<file path="src/inc/cmp_ctrl_pkg.sv">
/*
 package for the comparator bank control block: register map, fields,
 reset values, bus and control field carriers.
 assumes a 16-bit register port and a single 20 MHz instruction clock.
*/
// Contract
// RQ1: input select code routes one of four pins
// RQ2: polarity bit one inverts comparator result
// RQ3: state bit shows output after polarity
// RQ4: filter suppresses pulses shorter than two cycles
// RQ5: sleep or idle bypasses filter, async wake
// RQ6: any stop-in-idle bit halts whole group
// RQ7: filtered event gives one-cycle pulse
// RQ8: enable zero turns off dac and comparator
// RQ9: external select bit picks external reference
// RQ10: range bit picks half supply or internal
// RQ11: ten-bit code sets threshold, zero gives zero
// RQ12: dac output enable drives shared pin
// RQ13: software sets at most one dac output enable
// RQ14: reserved and unimplemented bits read zero
// RQ15: selected pad digital input buffer turned off
// RQ16: comparator output feeds several consumers at once
// RQ17: writable bits reset to zero
package cmp_ctrl_pkg;
   localparam int NUM_CMP = 4;
   localparam int ADDR_W  = 4;
   localparam int DATA_W  = 16;
   localparam int FILT_CYCLES = 2;

   // register index: comparator n control at 2n, code at 2n+1
   localparam logic [ADDR_W-1:0] CTRL_BASE   = 4'h0;
   localparam logic [ADDR_W-1:0] INT_STATUS  = 4'h8;
   localparam logic [ADDR_W-1:0] INT_MASK    = 4'h9;

   localparam int EN_BIT    = 15;
   localparam int SIDL_BIT  = 13;
   localparam int DAC_OUTPUT_ENABLE_BIT = 8;
   localparam int SEL_LSB   = 6;
   localparam int EXT_BIT   = 5;
   localparam int STATE_BIT = 3;
   localparam int POL_BIT   = 1;
   localparam int RANGE_BIT = 0;
   localparam logic [15:0] CTRL_WMASK = 16'hA1E3;
   localparam logic [15:0] CODE_WMASK = 16'h03FF;
   localparam logic [15:0] CTRL_RESET = 16'h0000;
   localparam logic [9:0]  CODE_RESET = 10'h000;

   typedef enum logic [1:0] {
      REF_INTERNAL_REFERENCE_VOLTAGE = 2'b00,
      REF_HALF   = 2'b01,
      REF_EXT    = 2'b10,
      REF_OFF    = 2'b11
   } ref_src_t;

   typedef struct packed {
      logic [ADDR_W-1:0] addr;
      logic [DATA_W-1:0] wdata;
      logic              wr;
      logic              rd;
   } bus_req_t;

   typedef struct packed {
      logic       enable;
      logic       stop_idle;
      logic       dac_oe;
      logic [1:0] sel;
      logic       ext_ref;
      logic       polarity;
      logic       range;
   } ctrl_fields_t;
endpackage

</file>
<file path="src/rtl/cmp_bank_ctrl.sv">
/*
 control block for a bank of four comparators with reference dacs.
 assumes raw comparator outputs arrive asynchronously; idle and sleep
 levels come from the clock controller on core_clk_i.
*/
// Added by the designer: the register addresses and the strobed register port.
`timescale 1ns/1ps
`default_nettype none
module cmp_bank_ctrl (
   input  wire logic                            core_clk_i,
   input  wire logic                            rst_i,
   input  wire cmp_ctrl_pkg::bus_req_t          bus_i,
   output logic [15:0]                          rdata_o,
   input  wire logic [cmp_ctrl_pkg::NUM_CMP-1:0] cmp_raw_i,
   input  wire logic                            idle_i,
   input  wire logic                            sleep_i,
   output logic [cmp_ctrl_pkg::NUM_CMP*2-1:0]   in_sel_o,
   output logic [cmp_ctrl_pkg::NUM_CMP*4-1:0]   pad_ibuf_off_o,
   output logic [cmp_ctrl_pkg::NUM_CMP-1:0]     cmp_power_o,
   output logic [cmp_ctrl_pkg::NUM_CMP*2-1:0]   ref_src_o,
   output logic [cmp_ctrl_pkg::NUM_CMP*10-1:0]  dac_code_o,
   output logic [cmp_ctrl_pkg::NUM_CMP-1:0]     dac_pin_en_o,
   output logic [cmp_ctrl_pkg::NUM_CMP-1:0]     cmp_out_o,
   output logic [cmp_ctrl_pkg::NUM_CMP-1:0]     adc_trig_o,
   output logic [cmp_ctrl_pkg::NUM_CMP-1:0]     irq_pulse_o,
   output logic [cmp_ctrl_pkg::NUM_CMP-1:0]     wake_o,
   output logic                                 irq_o
);
   import cmp_ctrl_pkg::*;

   typedef struct packed {
      logic [15:0]        rdata;
      logic [NUM_CMP-1:0] status;
      logic [NUM_CMP-1:0] mask;
      logic               irq;
      logic [NUM_CMP*2-1:0]  in_sel;
      logic [NUM_CMP*4-1:0]  ibuf_off;
      logic [NUM_CMP-1:0]    power;
      logic [NUM_CMP*2-1:0]  ref_src;
      logic [NUM_CMP*10-1:0] code;
      logic [NUM_CMP-1:0]    dac_pin;
      logic [NUM_CMP-1:0]    out;
      logic [NUM_CMP-1:0]    trig;
      logic                  idle_s1;
      logic                  idle_s2;
      logic                  sleep_s1;
      logic                  sleep_s2;
   } top_state_t;

   top_state_t q, d;

   ctrl_fields_t       fields [NUM_CMP];
   logic [9:0]         codes  [NUM_CMP];
   logic [NUM_CMP-1:0] ctrl_we;
   logic [NUM_CMP-1:0] code_we;
   logic [NUM_CMP-1:0] run;
   logic [NUM_CMP-1:0] filt;
   logic [NUM_CMP-1:0] pulse;
   logic [NUM_CMP-1:0] wake_raw;
   logic [NUM_CMP-1:0] sidl_vec;
   logic               group_stop;
   logic               low_power;

   // RQ6: any stop bit halts group
   assign group_stop = q.idle_s2 & (|sidl_vec);
   assign low_power = q.idle_s2 | q.sleep_s2;

   genvar g;
   generate
      for (g = 0; g < NUM_CMP; g++) begin : g_cmp
         assign ctrl_we[g] = bus_i.wr && bus_i.addr == ADDR_W'(CTRL_BASE + 2 * g);
         assign code_we[g] = bus_i.wr && bus_i.addr == ADDR_W'(CTRL_BASE + 2 * g + 1);
         assign sidl_vec[g] = fields[g].stop_idle;
         // RQ8: disabled or halted comparator stops
         assign run[g] = fields[g].enable & ~group_stop;

         cmp_reg_slot u_slot (
            .core_clk_i (core_clk_i),
            .rst_i      (rst_i),
            .ctrl_we_i  (ctrl_we[g]),
            .code_we_i  (code_we[g]),
            .wdata_i    (bus_i.wdata),
            .fields_o   (fields[g]),
            .code_o     (codes[g])
         );

         // RQ2: polarity applied before filtering
         cmp_glitch_filter u_filt (
            .core_clk_i  (core_clk_i),
            .rst_i       (rst_i),
            .raw_i       (cmp_raw_i[g] ^ fields[g].polarity),
            .run_i       (run[g]),
            .low_power_i (low_power),
            .filt_o      (filt[g]),
            .pulse_o     (pulse[g]),
            .wake_o      (wake_raw[g])
         );
      end
   endgenerate

   always_comb begin
      d = q;
      d.rdata = 16'h0000;
      // low power levels synchronised
      d.idle_s1 = idle_i;
      d.idle_s2 = q.idle_s1;
      d.sleep_s1 = sleep_i;
      d.sleep_s2 = q.sleep_s1;
      for (int i = 0; i < NUM_CMP; i++) begin
         // RQ1: input select code
         d.in_sel[2*i+:2] = fields[i].sel;
         // RQ15: selected pad buffer off
         d.ibuf_off[4*i+:4] = fields[i].enable ? (4'h1 << fields[i].sel) : 4'h0;
         d.power[i] = run[i];
         // RQ9: external reference wins, RQ10: range
         if (!run[i]) begin
            d.ref_src[2*i+:2] = REF_OFF;
         end else if (fields[i].ext_ref) begin
            d.ref_src[2*i+:2] = REF_EXT;
         end else if (fields[i].range) begin
            d.ref_src[2*i+:2] = REF_HALF;
         end else begin
            d.ref_src[2*i+:2] = REF_INTERNAL_REFERENCE_VOLTAGE;
         end
         // RQ11: code drives dac threshold
         d.code[10*i+:10] = run[i] ? codes[i] : 10'h000;
         // RQ12: shared pin driver enable
         d.dac_pin[i] = run[i] & fields[i].dac_oe;
         // RQ16: one output, many consumers
         d.out[i] = filt[i];
         d.trig[i] = pulse[i];
      end
      // sticky status: set wins over clear
      d.status = (q.status & ~((bus_i.wr && bus_i.addr == INT_STATUS) ?
                  bus_i.wdata[NUM_CMP-1:0] : '0)) | pulse;
      if (bus_i.wr && bus_i.addr == INT_MASK) begin
         d.mask = bus_i.wdata[NUM_CMP-1:0];
      end
      d.irq = |(d.status & d.mask);
      if (bus_i.rd) begin
         if (bus_i.addr < ADDR_W'(2 * NUM_CMP)) begin
            if (!bus_i.addr[0]) begin
               // RQ3: state after polarity, RQ14: zeros
               d.rdata = {fields[bus_i.addr[2:1]].enable, 1'b0,
                          fields[bus_i.addr[2:1]].stop_idle, 4'h0,
                          fields[bus_i.addr[2:1]].dac_oe,
                          fields[bus_i.addr[2:1]].sel,
                          fields[bus_i.addr[2:1]].ext_ref, 1'b0,
                          filt[bus_i.addr[2:1]], 1'b0,
                          fields[bus_i.addr[2:1]].polarity,
                          fields[bus_i.addr[2:1]].range};
            end else begin
               d.rdata = {6'h00, codes[bus_i.addr[2:1]]};
            end
         end else if (bus_i.addr == INT_STATUS) begin
            d.rdata = {12'h000, q.status};
         end else if (bus_i.addr == INT_MASK) begin
            d.rdata = {12'h000, q.mask};
         end else begin
            d.rdata = 16'h0000;
         end
      end
   end

   always_ff @(posedge core_clk_i) begin
      if (rst_i) begin
         q <= '0;
         q.ref_src <= {NUM_CMP{REF_OFF}};
      end else begin
         q <= d;
      end
   end

   assign rdata_o = q.rdata;
   assign in_sel_o = q.in_sel;
   assign pad_ibuf_off_o = q.ibuf_off;
   assign cmp_power_o = q.power;
   assign ref_src_o = q.ref_src;
   assign dac_code_o = q.code;
   assign dac_pin_en_o = q.dac_pin;
   assign cmp_out_o = q.out;
   assign adc_trig_o = q.trig;
   assign irq_pulse_o = q.trig;
   // RQ5: asynchronous wake path
   assign wake_o = wake_raw;
   assign irq_o = q.irq;
endmodule
`default_nettype wire

</file>
<file path="src/rtl/cmp_glitch_filter.sv">
/*
 per-comparator path: two-flop synchroniser, two-cycle glitch filter,
 one-cycle event pulse, asynchronous bypass for low power modes.
 assumes raw comparator level is asynchronous to core_clk_i.
*/
`timescale 1ns/1ps
`default_nettype none
module cmp_glitch_filter (
   input  wire logic core_clk_i,
   input  wire logic rst_i,
   input  wire logic raw_i,
   input  wire logic run_i,
   input  wire logic low_power_i,
   output logic      filt_o,
   output logic      pulse_o,
   output logic      wake_o
);
   import cmp_ctrl_pkg::*;

   typedef struct packed {
      logic       s1;
      logic       s2;
      logic       cand;
      logic [1:0] cnt;
      logic       filt;
      logic       pulse;
   } filt_state_t;

   filt_state_t q, d;

   always_comb begin
      d = q;
      d.s1 = raw_i;
      d.s2 = q.s1;
      d.pulse = 1'b0;
      if (!run_i) begin
         d.cnt = 2'd0;
         d.filt = 1'b0;
         d.cand = 1'b0;
      end else if (q.s2 != q.filt) begin
         // RQ4: two stable cycles
         if (q.s2 != q.cand) begin
            d.cand = q.s2;
            d.cnt = 2'd1;
         end else if (q.cnt >= 2'(FILT_CYCLES - 1)) begin
            d.filt = q.s2;
            d.cnt = 2'd0;
            // RQ7: one-cycle event
            d.pulse = q.s2;
         end else begin
            d.cnt = q.cnt + 2'd1;
         end
      end else begin
         d.cand = q.filt;
         d.cnt = 2'd0;
      end
   end

   always_ff @(posedge core_clk_i) begin
      if (rst_i) begin
         q <= '0;
      end else begin
         q <= d;
      end
   end

   assign filt_o = q.filt;
   assign pulse_o = q.pulse;
   // RQ5: filter bypassed for wake
   assign wake_o = low_power_i & run_i & raw_i;
endmodule
`default_nettype wire

</file>
<file path="src/rtl/cmp_reg_slot.sv">
/*
 register pair of one comparator: control and threshold code.
 assumes write strobes decoded by the parent.
*/
`timescale 1ns/1ps
`default_nettype none
module cmp_reg_slot (
   input  wire logic                       core_clk_i,
   input  wire logic                       rst_i,
   input  wire logic                       ctrl_we_i,
   input  wire logic                       code_we_i,
   input  wire logic [15:0]                wdata_i,
   output cmp_ctrl_pkg::ctrl_fields_t      fields_o,
   output logic [9:0]                      code_o
);
   import cmp_ctrl_pkg::*;

   typedef struct packed {
      logic [15:0] ctrl;
      logic [9:0]  code;
   } slot_state_t;

   slot_state_t q, d;

   always_comb begin
      d = q;
      if (ctrl_we_i) begin
         d.ctrl = wdata_i & CTRL_WMASK;
      end
      if (code_we_i) begin
         d.code = 10'(wdata_i & CODE_WMASK);
      end
   end

   always_ff @(posedge core_clk_i) begin
      if (rst_i) begin
         // RQ17: reset to zero
         q <= {CTRL_RESET, CODE_RESET};
      end else begin
         q <= d;
      end
   end

   assign fields_o = '{enable:   q.ctrl[EN_BIT],
                       stop_idle: q.ctrl[SIDL_BIT],
                       dac_oe:   q.ctrl[DAC_OUTPUT_ENABLE_BIT],
                       sel:      q.ctrl[SEL_LSB+:2],
                       ext_ref:  q.ctrl[EXT_BIT],
                       polarity: q.ctrl[POL_BIT],
                       range:    q.ctrl[RANGE_BIT]};
   assign code_o = q.code;
endmodule
`default_nettype wire

</file>
<file path="config.mk">
export PLATFORM = sky130hd
export DESIGN_NAME = cmp_bank_ctrl
export DESIGN_NICKNAME = d
export VERILOG_FILES = /design/src/inc/cmp_ctrl_pkg.sv /design/src/rtl/cmp_bank_ctrl.sv /design/src/rtl/cmp_glitch_filter.sv /design/src/rtl/cmp_reg_slot.sv
export SDC_FILE = /design/constraint.sdc
export NUM_CORES = 1
export LEC_CHECK = 0
export BUFFER_PORTS_ARGS = -buffer_cell sky130_fd_sc_hd__buf_2
export CORE_ASPECT_RATIO = 0.5
export CORE_MARGIN = 2
export CORE_UTILIZATION = 30
export CTS_CLUSTER_DIAMETER = 30
export DETAILED_ROUTE_END_ITERATION = 16
export PLACE_DENSITY = 0.6
export SLEW_MARGIN = 15
export SYNTH_ARGS = -nofsm -noshare
export SYNTH_HDL_FRONTEND = slang
export SYNTH_SLANG_ARGS = --single-unit
</file>
<file path="constraint.sdc">
create_clock -name core_clk_i -period 1.5 [get_ports core_clk_i]
set_input_delay 0.3 -clock core_clk_i [delete_from_list [all_inputs] [get_ports core_clk_i]]
set_output_delay 0.3 -clock core_clk_i [all_outputs]
set_load 0.05 [all_outputs]
</file>
==> Yosys cells after proc, flatten, opt, wreduce, memory -nomap -nowiden <==
Cells that the tools add are included.
{ "word_totals": {"elab_cells": 230, "output_inout_bits": 113, "inputBits": 30, "register_bits": 217} }
{ "op_classes": {"eq_ne": 21, "order_cmp": 7, "add_sub_neg": 4, "mux": 38, "n_shift": 4, "n_reduce_logical": 42, "n_bitwise": 49} }
{ "ops": {"columns": ["op", "n"], "rows": [
  ["5-bit OR reduction", 8],
  ["16-bit two-way mux", 2],
  ["3-bit OR reduction", 8],
  ["1-bit NOT", 22],
  ["10-bit binary-select mux with 2-bit select", 1],
  ["10-bit two-way mux", 2],
  ["2-bit OR reduction", 9],
  ["1-bit bitwise AND", 17],
  ["8-bit binary-select mux with 2-bit select", 1],
  ["4-bit by 3-bit == test with 1-bit output, second input constant", 4],
  ["2-bit two-way mux", 8],
  ["4-bit two-way mux", 4],
  ["8-bit two-way mux", 2],
  ["1-bit by 2-bit left shift with 4-bit output, first input constant", 4],
  ["1-bit two-way mux", 13],
  ["3-bit two-way mux", 4],
  ["3-bit AND reduction", 4],
  ["1-bit logical AND", 10],
  ["2-bit by 1-bit adder with 2-bit output, second input constant", 4],
  ["4-bit bitwise AND", 2],
  ["4-bit by 2-bit == test with 1-bit output, second input constant", 2],
  ["4-bit == test, second input constant", 2],
  ["2-bit by 1-bit >= comparator with 1-bit output, second input constant", 4],
  ["1-bit inequality test", 8],
  ["other kinds (13)", 20]
]} }

==> Longest topological paths before layout <==
Gate-level depths: netlist (run 1).
{ "depth": {"depth_word": 8, "ltp_mapped": 7, "depth_no_buf": 5} }

==> Modules after synthesis <==
A second synthesis (run 1) with hierarchy kept.
{ "hier_totals": {"cells_unflattened": 833, "area_unflattened_um2": 8697.1} }
{ "by_module_without_submodules": {"columns": ["mod", "n_inst", "area_per_inst_um2", "cells_per_inst", "seq_area_each_um2"], "rows": [
  ["cmp_bank_ctrl", 1, 4873.4, 473, 2262.2],
  ["cmp_reg_slot", 4, 646.9, 58, 360.3],
  ["cmp_glitch_filter", 4, 309.0, 32, 140.1]
]} }

==> Worst setup path after synthesis (run 1) <==
No wires, ideal clock.
{ "synth_path": {"path_type": "reg2out", "start": "register g_cmp[2].u_slot.q, in the netlist g_cmp[2].u_slot.fields_o[6]", "end": "output port wake_o[0] in the netlist's numbering", "t_arrival_ps": 1395, "t_required_ps": 1200, "path_slack_ps": -195, "path_buffers": 1, "path_stages_with_launch": 5, "path_cell_list": "dfxtp_1 or4_4 mux2i_1 and3_1 buf_4"} }
{ "synth_via": {"elab_chain_cells": 6} }
{ "synth_lines": {"columns": ["item", "line_no", "source"], "rows": [
  ["from (decl)", "cmp_reg_slot.sv:23", "slot_state_t q, d;"],
  ["from (signal assigned)", "cmp_reg_slot.sv:38", "q <= {CTRL_RESET, CODE_RESET};"],
  ["4-bit OR reduction", "cmp_bank_ctrl.sv:65", "assign group_stop = q.idle_s2 & (|sidl_vec);"],
  ["1-bit bitwise AND", "cmp_bank_ctrl.sv:65", null],
  ["1-bit NOT", "cmp_bank_ctrl.sv:75", "assign run[g] = fields[g].enable & ~group_stop;"],
  ["1-bit bitwise AND", "cmp_bank_ctrl.sv:75", null],
  ["1-bit bitwise AND (2 in series)", "cmp_glitch_filter.sv:70", "assign wake_o = low_power_i & run_i & raw_i;"],
  ["to (decl)", "cmp_bank_ctrl.sv:26", "output logic [cmp_ctrl_pkg::NUM_CMP-1:0] wake_o,"]
]} }
No other way between the ends.

==> Final worst setup path (run 1) <==
{ "layout_path": {"start": "register g_cmp[0].u_slot.q, in the netlist g_cmp[0].u_slot.fields_o[6]", "end": "output port wake_o[1] in the netlist's numbering"} }
{ "layout_via": {"elab_chain_cells": 6} }
{ "layout_lines": {"columns": ["item", "line_no"], "rows": [
  ["from (decl)", "cmp_reg_slot.sv:23"],
  ["from (signal assigned)", "cmp_reg_slot.sv:38"],
  ["4-bit OR reduction", "cmp_bank_ctrl.sv:65"],
  ["1-bit bitwise AND", "cmp_bank_ctrl.sv:65"],
  ["1-bit NOT", "cmp_bank_ctrl.sv:75"],
  ["1-bit bitwise AND", "cmp_bank_ctrl.sv:75"],
  ["1-bit bitwise AND (2 in series)", "cmp_glitch_filter.sv:70"]
]} }
No other way between the ends.

==> impl_metrics.csv, run 1 <==
group,metric,value,unit
synth,ys_ff_latch,213,
setup_path,reg2regPathDepth,9,
sta,hold_viol_final,0,
placement,placed_area,9370,um^2
synth,synth_top_flop_cell,"dfxtp_1",
final_layout,utilization,39.8,%
sta,setup_tns,-36.81,ns
cts,cts_made_buffers,36,
routing,drt_iter0_drc,380,
placement,gp_congestion,0.800,
floorplan,ios,143,
cts,clkLatencyLatePin,0.50,ns
global_routing,grt_pass1_vias,6197,
sta,period_share,148,%
synth,async_reset_ff_share,0,%
final_layout,fill_cells,2611,
synth,synth.distinct_cells,45,
global_routing,grt_start_max_net_pins,78,
synth,syn_area,8640,um^2
synth,synth_top_area_share,49.3,%
setup_path,worst_setup_path_end_kind,"output port",
sta,relSlewSlack,57.7,%
setup_path,worstPathRequired,1.20,ns
synth,synth_edf_count,0,
hold_path,hp-class,"in2reg",
final_layout,drive_above_1_share,39.6,%
floorplan,start_util,30.8,%
sta,rsz0062_at_grt,"yes",
routing,drcViolationCount,0,
cts,clock_path_buffers,3,
floorplan,dieArea,30300,um^2
pwr,peakVddDrop,0.000568,V
final_layout,area_growth,29.1,%
cts,cts-root-buf,"clkbuf_16",
setup_path,cp.arrival,1.92,ns
pwr,p_total,15.3,mW
floorplan,die_h,124,um
final_layout,finalNetCount,991,
placement,io_buffers,134,
global_routing,grt_util_all_layers,14.4,%
routing,wl,22.6,mm
routing,wl_per_cell,16.6,um
outcome,violations,"setup timing",
pwr,leakage,4.91,nW
floorplan,rows,43,
synth,yosysMostFrequentCell,"dfxtp_1",
final_layout,insertedDiodeCount,0,
cts,clock-sinks,213,
outcome,status,"finished, violations left",
setup_path,crit_fanout,4,
sta,setup_viol,81,
setup_path,cp-start-kind,"flop",
synth,synth_top_cell_by_area,"dfxtp_1",
sta,setup_slack,-0.723,ns
synth,synth_area_leaders,"dfxtp_1 49%, buf_4 10%, mux2i_1 5.9%",
sta,tightestPinTransition,0.632,ns
final_layout,seqCellArea,4270,um^2
floorplan,die_width,244,um
final_layout,multi_input_area,3400,um^2
flow_run,max-cap-violations,0,
global_routing,grt_first_pass_wirelength,33.8,mm
hold_path,holdPathStages,2,
synth,syn-mean-instance-area,10.2,um^2
routing,num_vias,6152,
synth,yosys_warnings,0,
cts,cts_tree,"done",
sta,fin_skew,0.0156,ns
synth,synthTopCellsByCount,"213 x dfxtp_1, 115 x buf_4, 75 x nor2_1, 51 x mux2i_1, 44 x and3_2",
routing,avgViaCountPerCell,4.53,
global_routing,antenna_found_initial,0,
global_routing,grt_overflow,0,
synth,ys_seq_area_share,49.3,%
sta,fmax,450,MHz
cts,htree_levels,2,
routing,ant_nets,0,
sta,maxSlewViolCount,0,
setup_path,critPathKind,"reg2out",
sta,min_period,2.22,ns
final_layout,design_area,11200,um^2
pwr,power.density,1370,nW/um^2
cts,clkTransAtPathRegs,0.05,ns
routing,dr.pass1.iters,6,
floorplan,core,28000,um^2
synth,netlist_instances,851,
placement,dp_hpwl,15.7,mm
==> worst max-delay path, stage by stage, from the launching register on <==
cell	delay, ns
dfxtp_2	0.32
or4_4	0.53
mux2i_4	0.20
and3_4	0.22
buf_8	0.14
==> kinds of logic after synthesis <==
| logic type | synth area share [%] |
|---|---|
| AOI/OAI and AO/OA | 6.21 |
| xor gates and xnor gates | 0.811 |
| adders and majority gates | 1.74 |
| buffers and inverters | 13.5 |
| DFF | 49.3 |
| muxes | 11.2 |
| other | 0.0434 |
| and+or+nand+nor | 17.2 |
==> sequential cells by signal (all words and copies together) (netlist names) <==
signal	cells
g_cmp.u_filt.filt_o	4
g_cmp.u_filt.pulse_o	4
d	2
irq_o	1
g_cmp.u_filt.d	4
g_cmp.u_filt.q	16
g_cmp.u_slot.code_o	40
q	10
in_sel_o	8
adc_trig_o	4
rdata_o	12
cmp_power_o	4
pad_ibuf_off_o	16
dac_code_o	40
cmp_out_o	4
ref_src_o	8
dac_pin_en_o	4
g_cmp.u_slot.fields_o	32
==> power by group <==
group / internal [mW] / switching (mW)
combinational: 0.295 / 0.396
sequential: 5.72 / 0.0399
clock: 6.00 / 2.83
total: 12.0 / 3.27
==> routing by layer <==
metal  global-route usage (%)  part of all wire (%)  vias up
li1                         -                     -     2982
met1                     18.4                    45     2976
met2                     23.7                    48      149
met3                     3.40                   4.9       45
met4                     5.75                   2.4        0
met5                        0                     0        -
==> layout make-up <==
cell class                 count  share of cell area, %
inverter                      29                   1.09
clock buffer                  45                   9.02
clock inverter                21                   2.82
sequential                   213                   38.3
tap                          382                   4.28
multi-input combinational    454                   30.5
timing repair buffer         215                   14.0
==> layout by cell type (no fill, tap or decap), drive strengths merged, types with 8 or more instances in the layout <==
| cell | instances |
|---|---|
| and3 | 63 |
| dfxtp | 213 |
| ha | 12 |
| xor2 | 8 |
| nor2 | 76 |
| clkbuf | 47 |
| buf | 212 |
| nand3 | 20 |
| inv | 33 |
| mux4 | 19 |
| nand2b | 11 |
| nor3 | 11 |
| o31ai | 8 |
| o22ai | 8 |
| nor2b | 27 |
| a21oi | 36 |
| clkinv | 8 |
| nand2 | 44 |
| o21ai | 18 |
| mux2i | 51 |
==> timing repair <==
action / CTS / global route
resized for setup: 45 / 27
buffers inserted: 7 / 4
gates cloned: 2 / 2
pin swaps: 7 / 3
hold endpoints to repair: 1 / 0
hold buffers: 1 / 0
endpoints found under the setup margin: 80 / 93
==> path summary, 6_finish.rpt <==
kind	slack, ns	startpoint	to
worst max-delay path	-0.72	g_cmp[0].u_slot.fields_o[6]	wake_o[1]
worst min-delay path	0.01	idle_i	d[2]
worst max register to register	-0.51	g_cmp[0].u_slot.fields_o[6]	g_cmp[0].u_filt.pulse_o
worst min register to register	0.44	d[0]	q[0]
==> per-stage QoR <==
stage,std cells,hold WS [ns],worst slack (ns)
floorplan,854,0.414,-0.179
global placement,1278,0.424,-0.310
detailed placement,1278,0.426,-0.369
CTS,1354,0.00472,-0.715
global route,1359,0.00930,-0.754
finish,1359,0.0130,-0.723
No activity file was read; power rests on OpenSTA's default activity.
==> run 2: changes to the inputs <==
Settings changed: CORE_UTILIZATION 30 to 51, PLACE_DENSITY 0.6 to 0.86, SKIP_LAST_GASP set to 1.
Clock period 1.5 ns to 1.9 ns, I/O delays scaled along.
==> impl_metrics.csv, run 2 (synthesis results as in run 1) <==
group,metric,value,unit
cts,clock-sinks,213,
floorplan,die_h,96.1,um
routing,avgViaCountPerCell,5.40,
pwr,p_total,10.1,mW
setup_path,crit_fanout,4,
sta,fin_skew,0.0138,ns
setup_path,critPathKind,"reg2out",
global_routing,grt_pass1_vias,5901,
global_routing,grt_util_all_layers,21.8,%
final_layout,seqCellArea,4270,um^2
placement,gp_congestion,0.873,
setup_path,cp.arrival,2.00,ns
sta,tightestPinTransition,0.624,ns
placement,dpl.cell_count,1083,
cts,htree_levels,1,
final_layout,area_growth,13.6,%
setup_path,max_stage_delay,0.56,ns
routing,ant_nets,0,
final_layout,finalNetCount,929,
setup_path,r2r_setup_slack,-0.04,ns
global_routing,grt_overflow,0,
cts,cts_tree,"done",
floorplan,die_width,188,um
sta,setup_slack,-0.475,ns
final_layout,fill_cells,1264,
routing,drt_iter0_drc,568,
setup_path,worstPathRequired,1.52,ns
global_routing,grt_first_pass_wirelength,31.0,mm
floorplan,core,16500,um^2
hold_path,hp-class,"in2reg",
setup_path,r2r_end,"g_cmp[2].u_filt.pulse_o",
outcome,violations,"setup timing",
setup_path,cp-endpoint,"wake_o[2]",
floorplan,start_util,52.5,%
cts,clock_path_buffers,3,
pwr,leakage,4.38,nW
global_routing,met1_usage,28.9,%
final_layout,finalNonFillerCells,1132,
final_layout,mostFrequentLayoutCells,"211 x dfxtp_1, 129 x buf_2, 75 x nor2_1, 50 x mux2i_1, 44 x and3_2",
floorplan,rows,33,
final_layout,drive_above_1_share,32.7,%
setup_path,r2r-start,"g_cmp[2].u_slot.fields_o[6]",
cts,clkLatencyLatePin,0.52,ns
routing,drcViolationCount,0,
floorplan,ios,143,
setup_path,crit_path_cell_trace,"or4_4, mux2i_4, and3_4, buf_8",
setup_path,cp-startpoint,"g_cmp[2].u_slot.fields_o[6]",
sta,period_share,125,%
final_layout,multi_input_area,3270,um^2
sta,fmax,421,MHz
placement,post-place-ws,-0.0959,ns
cts,cts-root-buf,"clkbuf_16",
final_layout,final_common_cell,"dfxtp_1",
pwr,power.density,1030,nW/um^2
hold_path,holdCritStartpoint,"idle_i",
routing,wl_per_cell,18.0,um
cts,cts_made_buffers,25,
placement,dp_hpwl,13.8,mm
sta,rsz0062_at_grt,"yes",
routing,wl,20.4,mm
global_routing,use_met2,35.8,%
sta,hold_viol_final,0,
flow_run,max-cap-violations,0,
outcome,status,"finished, violations left",
setup_path,crit_path_top_delay_cell,"or4_4",
cts,clkTransAtPathRegs,0.06,ns
sta,maxSlewViolCount,0,
sta,min_period,2.38,ns
setup_path,reg2regPathDepth,6,
global_routing,antenna_found_initial,0,
setup_path,cp-start-kind,"flop",
sta,relSlewSlack,58.4,%
global_routing,busiest_layer,"met2",
routing,num_vias,6112,
floorplan,dieArea,18100,um^2
pwr,peakVddDrop,0.000617,V
global_routing,grt_start_max_net_pins,107,
placement,io_buffers,134,
setup_path,worst_setup_path_end_kind,"output port",
sta,setup_viol,6,
global_routing,globalRouteMet3Util,4.59,%
routing,dr.pass1.iters,8,
[run 2: layer usage]
metal  routed length (um)  vias up
met5                    0        -
met4                  698        0
met3                 1810       68
met1                 8640     2881
met2                 9260      330
li1                     -     2833
[run 2: how the worst min path moves through the flow]
stage               cells past startpoint                    to  slack [ns]
floorplan                               1  g_cmp[0].u_filt.q[5]        0.41
global placement                        1                  q[0]        0.42
detailed placement                      1  g_cmp[0].u_filt.q[5]        0.43
CTS                                     2                  d[0]        0.06
global route                            2                  d[0]        0.09
finish                                  2                  d[2]        0.07
[run 2: worst max-delay path, delay by kind of cell, from the launching register on]
| kind | cells | cell delay, ns |
|---|---|---|
| buffers and inverters | 1 | 0.16 |
| flip-flops | 1 | 0.32 |
| multiplexers | 1 | 0.20 |
| AND/OR/NAND/NOR | 2 | 0.80 |
[run 2: per-stage QoR]
stage	area [um^2]	setup TNS, ns	utilization, %	hold slack [ns]
after global placement	8790	-0.00171	53.3	0.421
after floorplan	8650	0	-	0.414
after detailed placement	8790	-0.340	53.3	0.433
after CTS	9780	-1.73	59.3	0.0643
final	9820	-1.87	59.6	0.0704
after global routing	9820	-2.18	59.6	0.0938
[run 2: final cells by class]
class	instances	area share [%]
repair buffers	164	9.89
flip-flops and latches	213	43.5
inverters	29	1.13
diodes	1	0.0255
clock inverters	16	2.57
well taps	227	2.89
clock buffers	28	6.69
multi-input cells	454	33.3
[run 2: repair_timing]
| action | CTS | global route |
|---|---|---|
| buffers inserted | 2 | 2 |
| endpoints found under the setup margin | 4 | 57 |
| gates resized for setup | 17 | 8 |
| pin swaps | 2 | 4 |
| hold buffers | 0 | 0 |
[run 2: report_power, final]
part	internal, mW	leakage, nW	total, mW	switching (mW)
registers	4.50	1.72	4.54	0.0319
logic	0.144	2.22	0.421	0.277
clock network	3.23	0.448	5.19	1.96
total	7.88	4.38	10.1	2.27
